--- src/shared/omcg_cfg.svh ---
`ifndef OMCG_CFG_SVH
`define OMCG_CFG_SVH

// Oscillator pin positions
`define OMCG_FAST_XT      0
`define OMCG_FAST_RC      1
`define OMCG_SLOW_XT      2
`define OMCG_SLOW_RC      3

// Divider select field
`define OMCG_DIV_SUB_MAX  3'h1
`define OMCG_DIV_BASE     3'h2
`define OMCG_DIV_MASK     6'h3F

// Reset selection: undivided fast clock
`define OMCG_SEL_RESET    4'h8

// Fast-clock edges run on the substitute clock after a fast wake-up
`define OMCG_WARM_LAST    8'h7F

// Cycles after reset release before strap_q is loaded
`define OMCG_STRAP_WAIT   2'h2

`endif

--- src/shared/omcg_pkg.sv ---
package omcg_pkg;

  // Operating modes
  typedef enum logic [2:0] {
    omcg_normal,
    omcg_slow,
    idle_clock_stopped_state,
    idle_clock_running_state,
    deep_halt_state,
    light_halt_state
  } omcg_mode_t;

  // Control bits from the CPU core
  typedef struct packed {
    logic       high_low_clock_select;
    logic [2:0] sysclk_divider_select;
    logic       halt_to_idle_enable;
    logic       idle_sysclk_keep_on;
    logic       low_voltage_detect_enable;
    logic       fast_wakeup_enable;
  } omcg_ctrl_t;

  // Configuration options, one bit per source choice
  typedef struct packed {
    logic hf_from_rc;
    logic sub_from_rc;
    logic tbc_from_rc;
  } omcg_strap_t;

  // Active system clock selection
  typedef struct packed {
    logic       hl;
    logic [2:0] div;
  } omcg_sel_t;

endpackage : omcg_pkg

--- src/design/omcg_top.sv ---
`timescale 1ns/1ps
`include "omcg_cfg.svh"
// How it works
// - System clock from fast or substitute source.
// - Fast clock source always crystal: strap_q caught as zero.
// - Substitute source always slow crystal: strap_q caught as zero.
// - Normal mode divides fast clock 1 to 64.
// - Substitute and time-base sources always slow crystal.
// - Substitute clock bridges CPU after fast wake-up.
// - Switching to substitute stops fast oscillator.
// - Six modes gate CPU and clocks per table.
// - Slow mode runs low-speed, fast clock off.
// - Halt with idle disabled enters a sleep.
// - Deep sleep stops all, disables watchdog.
// - Voltage detect enabled blocks deep sleep.
// - Light sleep keeps substitute and fS running.
// - Halt, idle on, keep off: idle stopped.
// - Idle stopped state halts system oscillator.
// - Halt, idle and keep on: idle running.
// - Idle running keeps system oscillator going.
// - Divider field codes substitute or fast/64..2.
// - Select bit high picks undivided fast clock.
module omcg_top (
  input  wire logic                 clk,
  input  wire logic                 rst,
  input  wire logic [3:0]           osc_pin,
  input  wire omcg_pkg::omcg_strap_t strap_pin,
  input  wire omcg_pkg::omcg_ctrl_t  ctrl,
  input  wire logic                 halt_req,
  input  wire logic                 wake_req,
  input  wire logic                 wdt_enable,
  input  wire logic                 wdt_on_sub,
  output logic                      system_clock,
  output logic                      high_freq_clock,
  output logic                      substitute_clock,
  output logic                      secondary_periph_clock,
  output logic                      time_base_clock,
  output logic                      cpu_run,
  output logic [1:0]                fast_osc_on,
  output logic [1:0]                slow_osc_on,
  output logic                      wdt_disable,
  output omcg_pkg::omcg_mode_t      mode_q
);

  //////////////////////////////////////////////////////////////////////////////
  logic [3:0]            osc_s1_q;
  logic [3:0]            osc_s2_q;
  logic [3:0]            osc_s3_q;
  logic [2:0]            strap_s1_q;
  logic [2:0]            strap_s2_q;
  logic [1:0]            strap_cnt_q;
  omcg_pkg::omcg_strap_t strap_q;
  logic [5:0]            div_q;
  omcg_pkg::omcg_sel_t   sel_q;
  logic                  warm_q;
  logic [7:0]            warm_cnt_q;
  omcg_pkg::omcg_mode_t  mode_d;

  // Oscillator pins cross into clk through two flops, then edge detect
  always_ff @(posedge clk or posedge rst)
  begin
    if (rst)
    begin
      osc_s1_q <= 4'h0;
      osc_s2_q <= 4'h0;
      osc_s3_q <= 4'h0;
    end
    else
    begin
      osc_s1_q <= osc_pin;
      osc_s2_q <= osc_s1_q;
      osc_s3_q <= osc_s2_q;
    end
  end

  // Straps synchronised; strap_q loaded once, from strap_s2_q while it still holds reset zero
  always_ff @(posedge clk or posedge rst)
  begin
    if (rst)
    begin
      strap_s1_q  <= 3'h0;
      strap_s2_q  <= 3'h0;
      strap_cnt_q <= 2'h0;
      strap_q     <= 3'h0;
    end
    else
    begin
      strap_s1_q <= strap_pin;
      strap_s2_q <= strap_s1_q;
      if (strap_cnt_q != `OMCG_STRAP_WAIT)
        strap_cnt_q <= strap_cnt_q + 2'h1;
      if (strap_cnt_q == `OMCG_STRAP_WAIT - 2'h1)
        strap_q <= strap_s2_q;
    end
  end

  //////////////////////////////////////////////////////////////////////////////
  wire [3:0] osc_edge  = osc_s2_q & ~osc_s3_q;
  wire       run_now   = (mode_q == omcg_pkg::omcg_normal) || (mode_q == omcg_pkg::omcg_slow);
  wire       sub_run   = mode_q != omcg_pkg::deep_halt_state;
  wire       tbc_run   = run_now || (mode_q == omcg_pkg::idle_clock_stopped_state)
                         || (mode_q == omcg_pkg::idle_clock_running_state);

  // Source ticks: fast gated by its oscillator enable, substitute and time base by mode
  wire hf_raw   = strap_q.hf_from_rc ? osc_edge[`OMCG_FAST_RC] : osc_edge[`OMCG_FAST_XT];
  wire hf_tick  = hf_raw & (|fast_osc_on);
  wire sub_raw  = strap_q.sub_from_rc ? osc_edge[`OMCG_SLOW_RC] : osc_edge[`OMCG_SLOW_XT];
  wire sub_tick = sub_raw & sub_run;
  wire tbc_raw  = strap_q.tbc_from_rc ? osc_edge[`OMCG_SLOW_RC] : osc_edge[`OMCG_SLOW_XT];
  wire tbc_tick = tbc_raw & tbc_run;

  // Divided fast tick for the active selection
  wire [2:0] div_sh   = sel_q.div - `OMCG_DIV_BASE;
  wire [5:0] div_mask = `OMCG_DIV_MASK >> div_sh;
  wire       div_tick = hf_tick & ((div_q & div_mask) == div_mask);
  wire       sel_sub  = !sel_q.hl && (sel_q.div <= `OMCG_DIV_SUB_MAX);
  wire       sel_tick = sel_q.hl ? hf_tick : (sel_sub ? sub_tick : div_tick);

  // Wanted selection from the control bits
  wire [3:0] sel_want = {ctrl.high_low_clock_select, ctrl.sysclk_divider_select};
  wire       src_dead = sel_sub ? !sub_run : !(|fast_osc_on);
  wire       sel_take = (sel_want != sel_q) && (sel_tick || src_dead);

  // Halt decisions from the bits present at the halt request
  wire keep_sub  = ctrl.low_voltage_detect_enable || (wdt_enable && wdt_on_sub);
  wire to_sleep  = run_now && halt_req && !ctrl.halt_to_idle_enable;
  wire to_idle   = run_now && halt_req && ctrl.halt_to_idle_enable;
  wire run_mode_sub = sel_sub;
  wire fast_wake = ctrl.fast_wakeup_enable && !strap_q.hf_from_rc && !sel_sub
                   && ((mode_q == omcg_pkg::light_halt_state)
                   || (mode_q == omcg_pkg::idle_clock_stopped_state));

  // Mode transitions
  always_comb
  begin
    mode_d = mode_q;
    unique case (mode_q)
      omcg_pkg::omcg_normal,
      omcg_pkg::omcg_slow:
      begin
        if (to_idle)
          mode_d = ctrl.idle_sysclk_keep_on ? omcg_pkg::idle_clock_running_state
                                            : omcg_pkg::idle_clock_stopped_state;
        else if (to_sleep)
          mode_d = keep_sub ? omcg_pkg::light_halt_state
                            : omcg_pkg::deep_halt_state;
        else
          mode_d = run_mode_sub ? omcg_pkg::omcg_slow : omcg_pkg::omcg_normal;
      end
      omcg_pkg::idle_clock_stopped_state,
      omcg_pkg::idle_clock_running_state,
      omcg_pkg::deep_halt_state,
      omcg_pkg::light_halt_state:
      begin
        if (wake_req)
          mode_d = run_mode_sub ? omcg_pkg::omcg_slow : omcg_pkg::omcg_normal;
      end
      default:
        mode_d = omcg_pkg::omcg_normal;
    endcase
  end

  //////////////////////////////////////////////////////////////////////////////
  wire idle_run  = mode_d == omcg_pkg::idle_clock_running_state;
  wire run_next  = (mode_d == omcg_pkg::omcg_normal) || (mode_d == omcg_pkg::omcg_slow);
  wire fast_need = (run_next || idle_run) && !sel_sub;
  wire sub_need  = mode_d != omcg_pkg::deep_halt_state;
  wire tbc_need  = run_next || idle_run || (mode_d == omcg_pkg::idle_clock_stopped_state);
  wire sys_tick  = run_now ? (warm_q ? sub_tick : sel_tick)
                 : ((mode_q == omcg_pkg::idle_clock_running_state) & sel_tick);
  wire warm_done = warm_q && hf_tick && (warm_cnt_q == `OMCG_WARM_LAST);

  // Mode, selection, divider and fast wake-up bridge
  always_ff @(posedge clk or posedge rst)
  begin
    if (rst)
    begin
      mode_q     <= omcg_pkg::omcg_normal;
      sel_q      <= `OMCG_SEL_RESET;
      div_q      <= 6'h00;
      warm_q     <= 1'b0;
      warm_cnt_q <= 8'h00;
    end
    else
    begin
      mode_q <= mode_d;
      if (sel_take)
        sel_q <= sel_want;
      if (hf_tick)
        div_q <= div_q + 6'h01;
      if (!run_now && wake_req && fast_wake)
        warm_q <= 1'b1;
      else if (warm_done || !run_now)
        warm_q <= 1'b0;
      if (!warm_q)
        warm_cnt_q <= 8'h00;
      else if (hf_tick)
        warm_cnt_q <= warm_cnt_q + 8'h01;
    end
  end

  // Registered clock enables and oscillator controls
  always_ff @(posedge clk or posedge rst)
  begin
    if (rst)
    begin
      system_clock           <= 1'b0;
      high_freq_clock        <= 1'b0;
      substitute_clock       <= 1'b0;
      secondary_periph_clock <= 1'b0;
      time_base_clock        <= 1'b0;
      cpu_run                <= 1'b1;
      fast_osc_on            <= 2'h0;
      slow_osc_on            <= 2'h0;
      wdt_disable            <= 1'b0;
    end
    else
    begin
      system_clock           <= sys_tick;
      high_freq_clock        <= hf_tick;
      substitute_clock       <= sub_tick;
      secondary_periph_clock <= sub_tick;
      time_base_clock        <= tbc_tick;
      cpu_run                <= run_next;
      fast_osc_on            <= {fast_need && strap_q.hf_from_rc,
                                 fast_need && !strap_q.hf_from_rc};
      slow_osc_on            <= {(sub_need && strap_q.sub_from_rc) || (tbc_need && strap_q.tbc_from_rc),
                                 (sub_need && !strap_q.sub_from_rc) || (tbc_need && !strap_q.tbc_from_rc)};
      wdt_disable            <= mode_d == omcg_pkg::deep_halt_state;
    end
  end
endmodule : omcg_top

--- config.mk ---
export PLATFORM = sky130hd
export DESIGN_NAME = omcg_top
export DESIGN_NICKNAME = d
export VERILOG_FILES = /design/src/shared/omcg_pkg.sv /design/src/design/omcg_top.sv
export VERILOG_INCLUDE_DIRS = /design/src /design/src/shared
export SDC_FILE = /design/constraint.sdc
export NUM_CORES = 1
export LEC_CHECK = 0
export ABC_AREA = 1
export ABC_CLOCK_PERIOD_IN_PS = 1700
export BUFFER_PORTS_ARGS = -buffer_cell sky130_fd_sc_hd__buf_2
export CORE_MARGIN = 1.5
export CORE_UTILIZATION = 51
export CTS_CLUSTER_SIZE = 28
export DETAILED_ROUTE_END_ITERATION = 10
export PLACE_DENSITY = 0.84
export SLEW_MARGIN = 0
export SYNTH_ARGS = -nofsm -noshare
export SYNTH_HDL_FRONTEND = slang
export SYNTH_SLANG_ARGS = --single-unit
--- constraint.sdc ---
create_clock -name clk -period 1.7 [get_ports clk]
set_input_delay 0.34 -clock clk [delete_from_list [all_inputs] [get_ports clk]]
set_output_delay 0.34 -clock clk [all_outputs]
set_load 0.05 [all_outputs]
# Word level (Yosys, flattened, before mapping)
# Cells that the tools add are included.
dict set report totals {
  regBits 55
  inputBits 21
  out_inout_bits 14
  wordCells 120
}
dict set report classes {
  add_sub_neg 4
  order_cmp 1
  n_eq_ne 17
  shifts 1
  mux 19
  bitwise 8
  reduce_logical 47
}
# cell n
set op_table {}
lappend op_table {{$logic_and A1 B1 Y1} 20}
lappend op_table {{$mux W8} 2}
lappend op_table {{$mux W1} 13}
lappend op_table {{$eq A3 B2 Y1 const B} 4}
lappend op_table {{$logic_or A1 B1 Y1} 12}
lappend op_table {{$eq A3 B3 Y1 const B} 3}
lappend op_table {{$logic_not A1 Y1} 9}
lappend op_table {{$mux W3} 3}
lappend op_table {{$add A8 B1 Y8 const B} 1}
lappend op_table {{$eq A8 B7 Y1 const B} 1}
lappend op_table {{$add A6 B1 Y6 const B} 1}
lappend op_table {{$and A6 B6 Y6} 1}
lappend op_table {{$eq A3 B1 Y1 const B} 2}
lappend op_table {{$eq A6 B6 Y1} 1}
lappend op_table {{$logic_not A3 Y1} 2}
lappend op_table {{$ne A3 B3 Y1 const B} 2}
lappend op_table {{$pmux W3 S2} 1}
lappend op_table {{$shr A6 B3 Y6 const A} 1}
lappend op_table {{$and A1 B1 Y1} 5}
lappend op_table {{$and A4 B4 Y4} 1}
lappend op_table {{$ne A4 B4 Y1} 1}
lappend op_table {{$not A4 Y4} 1}
lappend op_table {{$reduce_or A2 Y1} 2}
lappend op_table {{$reduce_or A4 Y1} 1}
lappend op_table {{7 further kinds} 7}

# Longest topological paths before layout
dict set report depth {
  ltp_word 13
  mapped_depth 15
  depth_no_buf 15
}

# Worst setup path before layout
# Ideal clock, no wire load.
dict set report synth_timing {
  kind {reg2reg}
  startpoint {reg mode_q[1]}
  endpoint {reg slow_osc_on[0]}
  arrival_time_ns 1.731
  required_time_ns 1.587
  slack_ns -0.144
  path_stages_with_launch 11
  path_buffers 0
  path_cell_list {dfrtp_1 > inv_1 > ha_1 > nand2_1 > nor2_1 > o21ai_0 > o21ai_0 > o21ai_1 > nand3_1 > nand2_1 > inv_1}
}
dict set report synth_via {
  elab_chain_cells 13
  word_cells_on_any_way 27
}
# item line_no
set synth_rtl {}
lappend synth_rtl {{start, declared} omcg_top.sv:42} ;# output omcg_pkg::omcg_mode_t mode_q
lappend synth_rtl {{start signal, assigned} omcg_top.sv:178} ;# mode_q <= omcg_pkg::omcg_normal;
lappend synth_rtl {{start signal, assigned} omcg_top.sv:186} ;# mode_q <= mode_d;
lappend synth_rtl {{$eq A3 B1 Y1 / $logic_not A3 Y1 (equally long branches)} {omcg_top.sv:99, omcg_top.sv:137}}
lappend synth_rtl {{$logic_or A1 B1 Y1} omcg_top.sv:99} ;# wire run_now = (mode_q == omcg_pkg::omcg_normal) || (mode_q == omcg_pkg::omcg_slow);
lappend synth_rtl {{$logic_and A1 B1 Y1} {omcg_top.sv:126, omcg_top.sv:127}}
lappend synth_rtl {{$logic_and A1 B1 Y1} omcg_top.sv:126} ;# wire to_sleep = run_now && halt_req && !ctrl.halt_to_idle_enable;
lappend synth_rtl {{$mux W3} omcg_top.sv:144} ;# else if (to_sleep)
lappend synth_rtl {{$mux W3} omcg_top.sv:141} ;# if (to_idle)
lappend synth_rtl {{$pmux W3 S2 *} omcg_top.sv:137} ;# unique case (mode_q)
lappend synth_rtl {{$eq A3 B1 Y1 / $logic_not A3 Y1 (equally long branches)} omcg_top.sv:165} ;# wire run_next = (mode_d == omcg_pkg::omcg_normal) || (mode_d == omcg_pkg::omcg_slow);
lappend synth_rtl {{$logic_or A1 B1 Y1} omcg_top.sv:165}
lappend synth_rtl {{$logic_or A1 B1 Y1 (2 in a row)} omcg_top.sv:168} ;# wire tbc_need = run_next || idle_run || (mode_d == omcg_pkg::idle_clock_stopped_state);
lappend synth_rtl {{$logic_and A1 B1 Y1} omcg_top.sv:228} ;# (sub_need && !strap_q.sub_from_rc) || (tbc_need && !strap_q.tbc_from_rc)};
lappend synth_rtl {{$logic_or A1 B1 Y1 *} omcg_top.sv:228}
lappend synth_rtl {{end signal, assigned} omcg_top.sv:227} ;# slow_osc_on <= {(sub_need && strap_q.sub_from_rc) || (tbc_need && strap_q.tbc_from_rc),
lappend synth_rtl {{end, declared} omcg_top.sv:40} ;# output logic [1:0] slow_osc_on,
# Mark *: on every way between the ends. The rest lies on a longest branch, timed or not.
# A chain may end at the register's enable or synchronous reset.

# Final worst setup path
dict set report layout_timing {
  startpoint {reg sel_q[2] in the netlist's numbering}
  endpoint {reg fast_osc_on[0]}
}
dict set report layout_via {
  elab_chain_cells 11
  word_cells_on_any_way 15
}
# item line_no
set layout_rtl {}
lappend layout_rtl {{start, declared} omcg_top.sv:54} ;# omcg_pkg::omcg_sel_t sel_q;
lappend layout_rtl {{start signal, assigned} omcg_top.sv:179} ;# sel_q <= `OMCG_SEL_RESET;
lappend layout_rtl {{start signal, assigned} omcg_top.sv:188} ;# sel_q <= sel_want;
lappend layout_rtl {{$le A3 B1 Y1 (no line) *} n/a}
lappend layout_rtl {{$logic_and A1 B1 Y1 *} omcg_top.sv:116} ;# wire sel_sub = !sel_q.hl && (sel_q.div <= `OMCG_DIV_SUB_MAX);
lappend layout_rtl {{$mux W1} {omcg_top.sv:148, omcg_top.sv:156}}
lappend layout_rtl {{$mux W3} omcg_top.sv:144}
lappend layout_rtl {{$mux W3} omcg_top.sv:141}
lappend layout_rtl {{$pmux W3 S2} omcg_top.sv:137}
lappend layout_rtl {{$eq A3 B1 Y1 / $logic_not A3 Y1 (equally long branches)} omcg_top.sv:165}
lappend layout_rtl {{$logic_or A1 B1 Y1} omcg_top.sv:165}
lappend layout_rtl {{$logic_or A1 B1 Y1} omcg_top.sv:166} ;# wire fast_need = (run_next || idle_run) && !sel_sub;
lappend layout_rtl {{$logic_and A1 B1 Y1 *} omcg_top.sv:166}
lappend layout_rtl {{$logic_and A1 B1 Y1 *} omcg_top.sv:226} ;# fast_need && !strap_q.hf_from_rc};
lappend layout_rtl {{end signal, assigned} omcg_top.sv:225} ;# fast_osc_on <= {fast_need && strap_q.hf_from_rc,
lappend layout_rtl {{end, declared} omcg_top.sv:39} ;# output logic [1:0] fast_osc_on,
# Marks and branches as above.

==> out/results.tsv <==
stage	metric	value	unit
clock_network	cts hold-fix bufs	0	
global_routing	vias in the first global route	1757	
logic_synthesis	post-synthesis cell count	263	
layout	design area	0.00297	mm2
global_routing	grt ovf	0	
drt	vias per cell	5.01	
die	die height	72.2	um
global_routing	global-route wire length before repair	7410	um
critical_path	critical path class	flop to flop	
logic_synthesis	sequential share of the synthesized area	56.4	%
critical_path	Worst setup SP type	flop	
die	Ports	35	
worst_hold_path	HP Class	primary input to asynchronous set/reset pin	
timing	Final Hold Vio Count	1	
drt	antenna viol nets, final	0	
timing	setup_tns	0	ps
die	Die W	72.2	um
logic_synthesis	Syn Nets	293	
clock_network	Reg clk slew, reported paths	110	ps
logic_synthesis	post-synthesis average cell area	9.30	um2
power	clock power share	18.4	%
logic_synthesis	Synth Cell Area	0.00244	mm2
drt	DRT iter0 DRCs	118	
clock_network	CTS Sinks	55	
timing	crit path setup slack, layout	46.4	ps
drt	DRT Pass-1 Iters	4	
power	Pint	0.00252	W
timing	Setup-failing EPs final	0	
power	Comb power frac	41.6	%
outcome	failing checks	negative hold slack	
layout	Syn-to-layout area delta	21.3	%
critical_path	reg2reg setup slack	50	ps
power	Net Sw Frac	40.4	%
critical_path	peak fanout along the critical path	6	
critical_path	Crit. End Element	flop	
placement	# placed instances	353	
critical_path	reg2reg end	fast_osc_on[0]	
layout	Register Area	0.00138	mm2
layout	layout cell share with drive strength beyond 1	28.8	%
power	Leak	1.54	nW
die	Die Area	0.00522	mm2
drt	DRC viols	0	
critical_path	R2R depth	11	
drt	WL/cell	12.7	um
timing	hold_ws	-0.775	ps
power	Sw Pwr	0.00171	W
clock_network	Bufs on Longest Clock Path	2	
power	maximum vdd drop	600	uV
timing	FMAX	0.605	GHz
power	Seq pwr share	40.0	%
timing	Slew headroom	72.5	%
global_routing	initial antenna violation count	0	
drt	Via Count	1854	
clock_network	TritonCTS clock tree	done	
layout	nets@finish	345	
timing	Slew Limit Fails	0	
layout	area occupied by multi-input gates	963	um2
layout	number of antenna diodes	0	
timing	RSZ-0062 raised after global routing	true	
logic_synthesis	Cell variety after synth	26	
placement	number of I/O port buffers	34	
clock_network	H-tree depth	2	
die	Core Area	0.00466	mm2
timing	clock skew	17.8	ps
die	FP Rows	25	
timing	measured slew at the worst slew-check pin	412	ps
placement	Placer Congestion	0.869	
power	power per cell area	1420	mW/mm2
layout	Post-Layout Cell Count	370	
clock_network	Worst-Skew Late Latency	320	ps
critical_path	critical path data arrival time	1850	ps
logic_synthesis	post-synthesis sequential element count	55	
clock_network	root buf cell	clkbuf_8	
placement	pre-CTS setup slack	39.4	ps
placement	placed inst area	0.00272	mm2
timing	Tcrit/Tclk final	97.3	%
logic_synthesis	YS warnings	0	
die	Initial Utilization	52.5	%
layout	fill count	356	
critical_path	worst r2r src	sel_q[2]	
placement	Post-DP HPWL	3170	um
layout	commonest non-fill, non-tap cells in the layout	dfrtp_1, nand2_1, inv_1	
critical_path	Required @ worst endpoint	1900	ps
global_routing	Tot GR Track Use	18.7	%
outcome	outcome	finished with violations	
layout	commonest non-fill, non-tap cell in the layout	dfrtp_1	
run	Max Cap Viol	0	
global_routing	largest net degree at the start of global routing	28	
timing	Tmin final	1650	ps
drt	WL final	4700	um
clock_network	CTS Buf Count	5	
routing by layer:
layer | track usage [%] | up-vias | wire length (um)
met5 | 0 | - | 0
met4 | 9.43 | 0 | 107
met3 | 4.17 | 9 | 151
met2 | 31.1 | 41 | 2390
met1 | 23.1 | 873 | 2050
li1 | - | 931 | -
worst max-delay path by stage:
stage	depth (start not counted)	slack (ps)	from	to
floorplan	1	-100	rst	mode_q[1]
global placement	10	70	mode_q[1]	slow_osc_on[0]
detailed placement	10	40	mode_q[1]	slow_osc_on[1]
CTS	9	3	mode_q[2]	fast_osc_on[1]
global route	11	-60	sel_q[2]	fast_osc_on[0]
finish	11	50	sel_q[2]	fast_osc_on[0]
cells by family after synthesis:
family	Yosys count	synth area share, %
AO/OA/AOI/OAI	31	7.52
adder cells (fa/ha/maj)	9	4.61
AND/OR/NAND/NOR	110	20.3
XOR/XNOR	10	3.58
flip-flops	55	56.4
buffers and inverters	48	7.57
cell usage after synthesis, drive strengths merged:
library cell | number | share of area (%)
a22oi | 1 | 0.31
nand3 | 22 | 4.5
inv | 46 | 7.1
dfrtp | 53 | 54
o21a | 1 | 0.31
o21ai | 18 | 3.7
xnor2 | 5 | 1.8
o32ai | 1 | 0.36
o22ai | 1 | 0.26
xor2 | 5 | 1.8
a21oi | 7 | 1.4
o211ai | 1 | 0.31
nand4 | 3 | 0.77
nand2 | 62 | 11
ha | 9 | 4.6
nor3 | 3 | 0.61
buf | 2 | 0.51
nor2 | 19 | 2.9
a31oi | 1 | 0.87
dfstp | 2 | 2.1
nor4 | 1 | 0.26
critical path, cell delays in order (launching register included):
cell      delay, ps
dfrtp_1         410
inv_2           130
ha_4            140
nand2_2          40
nand2_2          60
nand2_2          70
nand2_4         110
nand2_2          70
o211ai_1        170
nand3_1         160
nand3_2         120
nor2_1           50
cell type report:
type	instances	area share [%]
well taps	54	2.28
multi-input cells	160	32.5
clock buffers	6	2.78
inverters	46	5.82
repair buffers	47	9.45
flip-flops and latches	55	46.6
clock inverters	2	0.591
power by group through the flow:
stage	clock, W	combinational, W	sequential (W)
detailed placement	0	0.00144	0.00171
CTS	0.000797	0.00148	0.00168
global route	0.000842	0.00194	0.00172
global placement	0	0.00141	0.00170
finish	0.000777	0.00176	0.00169
floorplan	0	0.000910	0.00192
sequential cells by signal, indices dropped and copies added, names as in the netlist:
name / cells
strap_s2_q: 3
strap_s1_q: 3
osc_s3_q: 4
strap_q: 3
warm_cnt_q: 8
strap_cnt_q: 2
time_base_clock: 1
fast_osc_on: 2
secondary_periph_clock: 1
mode_q: 3
cpu_run: 1
wdt_disable: 1
warm_q: 1
div_q: 6
slow_osc_on: 2
osc_s2_q: 4
sel_q: 4
osc_s1_q: 4
system_clock: 1
high_freq_clock: 1
repair_timing:
action	4_1_cts	5_1_grt
pin swaps	1	9
endpoints found under the hold margin	0	0
setup endpoints to repair	2	15
setup buffers	2	7
resized for setup	1	23
metrics by stage:
stage	util, %	total power (W)	hold slack [ps]
CTS	60.8	0.00396	11.7
finish	63.6	0.00422	-0.775
detailed placement	58.3	0.00315	335
global route	63.6	0.00450	23.5
floorplan	-	0.00283	331
global placement	58.3	0.00311	333
Note: power is estimated with default switching activity, not from simulation.
